`config.mk`:
```
export PLATFORM = sky130hd
export DESIGN_NAME = tcp_timer_counter_pwm_unit
export DESIGN_NICKNAME = d
export VERILOG_FILES = /design/src/tcp_pkg.sv /design/src/tcp_unit.sv /design/src/tcp_timer_counter_pwm_unit.sv
export SDC_FILE = /design/constraint.sdc
export NUM_CORES = 1
export LEC_CHECK = 0
export BUFFER_PORTS_ARGS = -buffer_cell sky130_fd_sc_hd__buf_2
export CORE_MARGIN = 5
export CORE_UTILIZATION = 45
export CTS_BUF_LIST = sky130_fd_sc_hd__clkbuf_8 sky130_fd_sc_hd__clkbuf_16
export DETAILED_ROUTE_END_ITERATION = 16
export PLACE_DENSITY = 0.69
export SYNTH_ARGS = -nofsm -noshare
export SYNTH_HDL_FRONTEND = slang
export SYNTH_SLANG_ARGS = --single-unit
export TNS_END_PERCENT = 30
```
`constraint.sdc`:
```
create_clock -name clock -period 15.5 [get_ports clock]
set_input_delay 0 -clock clock [delete_from_list [all_inputs] [get_ports clock]]
set_output_delay 0 -clock clock [all_outputs]
set_load 0.02 [all_outputs]
```
`src/tcp_pkg.sv`:
```
// Package with shared constants for the timer, counter and PWM block.
`default_nettype none
package tcp_pkg;
  localparam int CounterWidth = 16;
  localparam int UnitCount = 5;
  localparam logic [15:0] CountReset = 16'h0000;
  localparam logic [15:0] PeriodReset = 16'hFFFF;
  localparam logic [15:0] CompareReset = 16'h0000;
  localparam logic [15:0] DeadReset = 16'h0000;
  localparam logic [15:0] PrescaleReset = 16'h0000;
  typedef enum logic [2:0] {
    StIdle = 3'b001,
    StRun = 3'b010,
    StHalt = 3'b100
  } tcp_state_e;
endpackage
`default_nettype wire

```
`src/tcp_unit.sv`:
```
// One timer, counter and PWM unit with capture, compare and dead band.
`timescale 1ns/10ps
`default_nettype none
module tcp_unit
  import tcp_pkg::*;
#(
  parameter int Width = CounterWidth
) (
  // Clock and reset.
  input wire logic clock,
  input wire logic reset,
  // Configuration.
  input wire logic enable,
  input wire logic oneShot,
  input wire logic [Width-1:0] prescale,
  input wire logic [Width-1:0] period,
  input wire logic [Width-1:0] compare,
  input wire logic [Width-1:0] deadTime,
  input wire logic killLevelTrue,
  input wire logic killLevelComp,
  // Synchronised events.
  input wire logic captureSync,
  input wire logic killSync,
  // Results.
  output logic [Width-1:0] count_q,
  output logic [Width-1:0] capture_q,
  output logic captured_q,
  output logic running_q,
  output logic pwmTrue_q,
  output logic pwmComp_q
);
  tcp_state_e state_q;
  logic [Width-1:0] div_q;
  logic [Width-1:0] deadCnt_q;
  logic capPrev_q;
  logic cmpRaw_q;
  logic cmpPrev_q;
  logic tick;
  logic atPeriod;
  assign tick = (div_q == prescale);
  assign atPeriod = (count_q == period);

  // Divider that forms the peripheral clock enable.
  always_ff @(posedge clock or posedge reset) begin
    if (reset) begin
      div_q <= '0;
    end else if (!enable || tick) begin
      div_q <= '0;
    end else begin
      div_q <= div_q + 1'b1;
    end
  end

  // Counter with reload or halt at the period.
  always_ff @(posedge clock or posedge reset) begin
    if (reset) begin
      state_q <= StIdle;
      count_q <= '0;
    end else if (!enable) begin
      state_q <= StIdle;
      count_q <= '0;
    end else begin
      case (state_q)
        StIdle: begin
          state_q <= StRun;
        end
        StRun: begin
          if (tick) begin
            if (atPeriod) begin
              count_q <= oneShot ? count_q : '0;
              state_q <= oneShot ? StHalt : StRun;
            end else begin
              count_q <= count_q + 1'b1;
            end
          end
        end
        StHalt: begin
          state_q <= StHalt;
        end
        default: begin
          state_q <= StIdle;
        end
      endcase
    end
  end

  always_ff @(posedge clock or posedge reset) begin
    if (reset) begin
      running_q <= 1'b0;
    end else begin
      running_q <= enable && (state_q != StHalt);
    end
  end

  // Capture on a rising event edge; a new event wins over re-arming.
  always_ff @(posedge clock or posedge reset) begin
    if (reset) begin
      capPrev_q <= 1'b0;
      capture_q <= '0;
      captured_q <= 1'b0;
    end else begin
      capPrev_q <= captureSync;
      captured_q <= 1'b0;
      if (captureSync && !capPrev_q) begin
        capture_q <= count_q;
        captured_q <= 1'b1;
      end
    end
  end

  // Compare and dead-band insertion on both edges of the raw PWM.
  always_ff @(posedge clock or posedge reset) begin
    if (reset) begin
      cmpRaw_q <= 1'b0;
      cmpPrev_q <= 1'b0;
      deadCnt_q <= '0;
    end else begin
      cmpRaw_q <= enable && (count_q < compare);
      cmpPrev_q <= cmpRaw_q;
      if (cmpRaw_q != cmpPrev_q) begin
        deadCnt_q <= deadTime;
      end else if (deadCnt_q != '0) begin
        deadCnt_q <= deadCnt_q - 1'b1;
      end
    end
  end

  // Outputs; the kill path overrides the PWM path, one clock after killSync.
  always_ff @(posedge clock or posedge reset) begin
    if (reset) begin
      pwmTrue_q <= 1'b0;
      pwmComp_q <= 1'b0;
    end else if (killSync) begin
      pwmTrue_q <= killLevelTrue;
      pwmComp_q <= killLevelComp;
    end else begin
      pwmTrue_q <= cmpRaw_q && (cmpRaw_q == cmpPrev_q) && (deadCnt_q == '0);
      pwmComp_q <= !cmpRaw_q && (cmpRaw_q == cmpPrev_q) && (deadCnt_q == '0);
    end
  end
endmodule
`default_nettype wire

```
`src/tcp_timer_counter_pwm_unit.sv`:
```
// Five independent timer, counter and PWM units with pin synchronisers.
//
// Behaviour
// - Each unit has a 16-bit counter whose period comes from a period input.
// - A capture event copies the current count into the capture register.
// - At count equal period the counter halts or reloads as configured.
// - Counter compared to compare value gives the PWM duty-cycle signal.
// - True and complementary outputs have edges separated by programmed dead time.
// - Kill input forces outputs to preset levels without software action.
// - Five independent units each with counter, period, capture and compare.
`timescale 1ns/10ps
`default_nettype none
module tcp_timer_counter_pwm_unit
  import tcp_pkg::*;
#(
  parameter int Units = UnitCount,
  parameter int Width = CounterWidth
) (
  // Clock and reset.
  input wire logic clock,
  input wire logic reset,
  // Per-unit configuration.
  input wire logic [Units-1:0] enable,
  input wire logic [Units-1:0] oneShot,
  input wire logic [Units*Width-1:0] prescale,
  input wire logic [Units*Width-1:0] period,
  input wire logic [Units*Width-1:0] compare,
  input wire logic [Units*Width-1:0] deadTime,
  input wire logic [Units-1:0] killLevelTrue,
  input wire logic [Units-1:0] killLevelComp,
  // Pins.
  input wire logic [Units-1:0] capturePin,
  input wire logic [Units-1:0] killPin,
  // Status.
  output logic [Units*Width-1:0] count,
  output logic [Units*Width-1:0] capture,
  output logic [Units-1:0] captured,
  output logic [Units-1:0] running,
  // PWM outputs.
  output logic [Units-1:0] pwmTrue,
  output logic [Units-1:0] pwmComp
);
  // Refuse parameter sets that the slicing and the counters cannot serve.
  if (Units < 1 || Width < 2) begin : gBadParams
    $error("tcp_timer_counter_pwm_unit: unsupported parameters");
  end

  logic [Units-1:0] capMeta_q;
  logic [Units-1:0] capSync_q;
  logic [Units-1:0] killMeta_q;
  logic [Units-1:0] killSync_q;

  // Two-stage synchronisers for the pin inputs.
  always_ff @(posedge clock or posedge reset) begin
    if (reset) begin
      capMeta_q <= '0;
      capSync_q <= '0;
      killMeta_q <= '0;
      killSync_q <= '0;
    end else begin
      capMeta_q <= capturePin;
      capSync_q <= capMeta_q;
      killMeta_q <= killPin;
      killSync_q <= killMeta_q;
    end
  end

  for (genvar i = 0; i < Units; i++) begin : gUnit
    tcp_unit #(
      .Width(Width)
    ) uUnit (
      .clock(clock),
      .reset(reset),
      .enable(enable[i]),
      .oneShot(oneShot[i]),
      .prescale(prescale[i*Width +: Width]),
      .period(period[i*Width +: Width]),
      .compare(compare[i*Width +: Width]),
      .deadTime(deadTime[i*Width +: Width]),
      .killLevelTrue(killLevelTrue[i]),
      .killLevelComp(killLevelComp[i]),
      .captureSync(capSync_q[i]),
      .killSync(killSync_q[i]),
      .count_q(count[i*Width +: Width]),
      .capture_q(capture[i*Width +: Width]),
      .captured_q(captured[i]),
      .running_q(running[i]),
      .pwmTrue_q(pwmTrue[i]),
      .pwmComp_q(pwmComp[i])
    );
  end
endmodule
`default_nettype wire

```
# Word-level counts from Yosys, hierarchy flattened
# Index checks and enable logic that the tools add are counted.
# totals
wordCells,309
input_bits,352
reg_bits,390
# op_classes
eq_ne,65
magnitude_cmp,5
addsub,15
muxes,80
n_reduce_logical,80
# op_table
operator,n
two-way mux 16 bit,40
"adder 16 x 1 -> 16 bit, second input constant",10
equality test 16 bit,10
zero test 16 bit,5
less-than comparator 16 bit,5
nonzero test 16 bit,5
"subtractor 16 x 1 -> 16 bit, second input constant",5
two-way mux 3 bit,20
one-hot mux 3 bit (3 select lines),5
logical AND 1 bit,35
"inequality test 3 x 2 -> 1 bit, second input constant",10
"inequality test 3 bit, second input constant",10
"inequality test 2 x 1 -> 1 bit, second input constant",10
"equality test 3 x 1 -> 1 bit, second input constant",5
"equality test 3 x 2 -> 1 bit, second input constant",5
"equality test 3 bit, second input constant",5
zero test 1 bit,15
two-way mux 1 bit,15
AND reduction 3 bit,5
AND reduction 2 bit,5
nonzero test 2 bit,5
equality test 1 bit,5
logical OR 1 bit,5
inequality test 1 bit,5

# Longest topological paths before layout
# depth
ltp_word,5
ltp_mapped,9

# Hierarchy
# Synthesis repeated with hierarchy kept, for this count alone.
# hier_totals
cells_unflattened,2254
area_unflattened_um2,22399.0
# by_module_without_submodules
mod,cells_each,instances,area_per_inst_um2
tcp_unit (gUnit[0].uUnit ...),451,4,4408.0
tcp_unit (gUnit[4].uUnit),429,1,4262.8
tcp_timer_counter_pwm_unit,21,1,504.2

# Worst setup path after synthesis
# No wires, ideal clock.
# synth_path
path_kind,register to register
startpoint,register gUnit[3].uUnit.deadCnt_q[5]
endpoint,register gUnit[3].uUnit.deadCnt_q[15]
synth_period_minus_slack_ns,2.515
n_path_buf,0
stages_incl_launch_ff,7
required_ns,15.367
setup_slack_ns,12.985
arrival_ns,2.382
cell_sequence,dfrtp_1 or4_4 or4_4 or2_4 or4_1 a221oi_1 a21oi_1
# synth_between
elab_chain_len,3
word_cells_on_any_way,5
classes_between,add/sub: 1; mux: 2; reduce/logical: 2
# synth_rtl
item,line_no,source
"start, declared",tcp_unit.sv:34,logic [Width-1:0] deadCnt_q;
"start signal, assigned",tcp_unit.sv:121,deadCnt_q <= deadTime;
"start signal, assigned",tcp_unit.sv:123,deadCnt_q <= deadCnt_q - 1'b1;
subtractor 16 x 1 -> 16 bit,tcp_unit.sv:123,
two-way mux 16 bit,tcp_unit.sv:122,end else if (deadCnt_q != '0) begin
two-way mux 16 bit,tcp_unit.sv:120,if (cmpRaw_q != cmpPrev_q) begin
# Parallel ways exist; a longest one is shown, timed or not. The select of a mux whose other input is x is not followed.
# A chain may end at the register's enable or synchronous reset.

==> impl_metrics.csv <==
group,metric,value,unit
synthesis,synth_area,21700,um2
power,p_total,0.00255,W
setup_path,r2r-start,"gUnit[4].uUnit.div_q[12]",
setup_path,startpoint_type,"input pin",
synthesis,synth_top_area_share,44.3,%
detailed_routing,drt_pass1_iterations,5,
sta,worst_pin_slew,1270,ps
synthesis,synthFlopType,"dfrtp_1",
worst_hold_path,holdPathEnd,"gUnit[0].uUnit.state_q[2]",
detailed_routing,antenna_left,0,
synthesis,yosysWarnings,0,
cells_and_area,nets,3285,
floorplan,coreArea,47700,um2
cells_and_area,syn_to_final_growth,27.0,%
setup_path,crit_top_cell,"buf_4",
setup_path,crit_arrival,3800,ps
floorplan,rows,80,
worst_hold_path,hp-start,"period[14]",
floorplan,pin_count,532,
power,p_per_area,92.4,nW/um2
clock_tree,htree_levels,2,
sta,fin_skew,17.5,ps
sta,post-route-min-period,3250,ps
synthesis,async_flop_share,100,%
clock_tree,cts_root_buf,"clkbuf_16",
setup_path,reg2reg_to,"gUnit[4].uUnit.count_q[9]",
placed_design,hpwl,45100,um
worst_hold_path,min_delay_path_depth,7,
sta,fmax,308,MHz
placed_design,gp_congestion,0.876,
floorplan,die_x,230,um
synthesis,synth_area_per_cell,9.81,um2
grt,track_usage,22.8,%
clock_tree,post_cts_buffers,0,
synthesis,ys_seq_area_share,44.9,%
clock_tree,cts_tree,"yes",
detailed_routing,routedWlPerCell,17.8,um
sta,finalHoldViolCount,0,
grt,grt_start_max_net_pins,113,
setup_path,slowest_delay,880,ps
placed_design,io_buffers,531,
setup_path,slowest_stage,"buf_4",
setup_path,required,16050,ps
synthesis,syn_inst,2216,
setup_path,rrSetupSlack,12280,ps
job,max_cap_violations,0,
status,outcome,"completed",
setup_path,crit_fanout,112,
sta,setup_viol,0,
detailed_routing,vias_per_cell,5.37,
sta,period_share,21.0,%
detailed_routing,drt_wl_total,62200,um
clock_tree,cts_hold_buf,124,
grt,grt_first_pass_wirelength,100000,um
floorplan,die_h,230,um
floorplan,start_util,45.6,%
setup_path,rr_worst_depth,6,
synthesis,syn_nets,2673,
setup_path,end_kind,"asynchronous set/reset pin",
floorplan,dieArea,52800,um2
detailed_routing,dr_total_vias,18800,
cells_and_area,drive_gt1_share,25.4,%
detailed_routing,drc,0,
clock_tree,cts_buffers,45,
synthesis,synth_largest_area_cell,"dfrtp_1",
clock_tree,ctsResizeCount,0,
synthesis,synth_seq_cells,390,
detailed_routing,drt_iter0_markers,1272,
sta,slew_headroom,15.1,%
synthesis,synth_edf_count,0,
clock_tree,clock_path_buffers,3,
synthesis,synth_cell_types,65,
setup_path,worstSetupPathType,"input pin to asynchronous set/reset pin",
synthesis,synth_area_leaders,"dfrtp_1 (44%), xnor2_1 (6.1%), xor2_1 (6.1%)",
power,peakVddDrop,0.0831,mV
power,p_leak,14.1,nW
clock_tree,clock_latency,560,ps
setup_path,crit_chain,"dlygate4sd3_1 -> buf_2 -> inv_8 -> buf_4 -> buf_4 -> buf_4",
sta,setup_tns,0,ps
grt,gr-total-overflow,0,
grt,antenna_found_initial,19,
sta,final_max_slew_viol_count,0,
clock_tree,clock_sinks,390,
sta,rsz0062_at_grt,"false",
worst_hold_path,hold_path.class,"input pin to flip-flop",
grt,grt_pass1_vias,19300,
clock_tree,clkTransAtPathRegs,60,ps
==> layout by cell type, fill, tap and decap left out, types with 11 or more instances in the layout <==
master	Yosys	routed
a211o_1	11	11
a21o_1	25	25
a21oi_1	36	36
a221o_1	36	36
a22o_1	11	11
and3_1	58	58
buf_2	6	531
clkbuf_16	0	47
dfrtp_1	385	385
diode_2	0	15
dlygate4sd3_1	0	124
ha_1	105	105
inv_1	127	136
mux2_2	83	83
nand2_1	211	211
nand2b_1	29	29
nand3_1	56	56
nand4_1	56	56
nor2_1	182	182
nor2b_1	18	17
nor3_1	50	50
nor3b_1	16	16
nor4_1	55	55
o21ai_0	97	97
o31ai_1	30	30
or2_2	13	13
or3_1	17	17
xnor2_1	152	152
xor2_1	151	151
==> routing by layer <==
| metal | vias to the layer above | routed length, um | global-route usage [%] |
|---|---|---|---|
| met3 | 144 | 3520 | 4.74 |
| met4 | 10 | 2030 | 8.41 |
| met5 | - | 69 | 0 |
| li1 | 8932 | - | - |
| met2 | 544 | 30900 | 39.3 |
| met1 | 9148 | 25600 | 28.2 |
==> kinds of logic (layout without fill, tap and decap cells) <==
family                     Yosys count  in the layout  synth area share (%)
and+or+nand+nor                    804            804                  18.5
DFF                                390            390                  44.9
xor gates and xnor gates           303            303                  12.2
AOI/OAI and AO/OA                  299            299                  9.46
buffers and inverters              226            874                  4.30
adders and majority gates          105            105                  6.04
muxes                               89             89                  4.57
other                                0             15                     0
==> how the worst max path moves through the flow <==
stage | slack (ps) | cells after the start | end | startpoint
2_1_floorplan | 4670 | 1 | capMeta_q[0] | reset
3_3_place_gp | 12090 | 5 | gUnit[2].uUnit.pwmComp_q | reset
3_5_place_dp | 12010 | 5 | gUnit[2].uUnit.pwmTrue_q | reset
4_1_cts | 12060 | 6 | gUnit[1].uUnit.deadCnt_q[3] | reset
5_1_grt | 11610 | 6 | killSync_q[2] | reset
6_report | 12250 | 6 | gUnit[2].uUnit.div_q[12] | reset
==> layout make-up <==
type | instances | area [um2]
clock buffers | 53 | 1260
fillers | 4032 | 20100
flip-flops and latches | 390 | 9770
repair buffers | 664 | 3970
diodes | 15 | 37.5
clock inverters | 30 | 278
multi-input cells | 1600 | 11100
inverters | 127 | 484
well taps | 615 | 769
==> registers in the layout, indices dropped and copies added, names as in the netlist, 15 cells and up <==
signal and cells:
gUnit.uUnit.state_q 15, gUnit.uUnit.capture_q 80, gUnit.uUnit.deadCnt_q 80, gUnit.uUnit.count_q 80, gUnit.uUnit.div_q 80
==> synthesized netlist by cell type (all sizes together) (58+ instances only) <==
cell type  count
and3          58
clkbuf        67
dfrtp        385
ha           105
inv          127
mux2          83
nand2        211
nor2         182
nor4          58
o21ai         97
xnor2        152
xor2         151
==> through the flow <==
stage               utilization (%)  instances  hold WS (ps)  cell area (um2)  setup slack, ps
CTS                            57.8       3479          4.55            27600            12060
finish                         57.8       3494          50.3            27600            12250
global route                   57.8       3492          57.0            27600            11610
floorplan                         -       2216          31.4            21700             4670
global placement               51.9       3272           108            24800            12090
detailed placement             51.9       3272           109            24800            12010
==> power breakdown <==
group	total (W)	internal (W)	switching (W)
Combinational	0.000322	0.000156	0.000166
Clock	0.00110	0.000661	0.000436
Sequential	0.00113	0.00108	0.0000557
==> worst max-delay path, delay by kind of cell <==
family / cells / cell delay, ps
buf+inv: 6 / 3610
No activity file was read; power rests on OpenSTA's default activity.
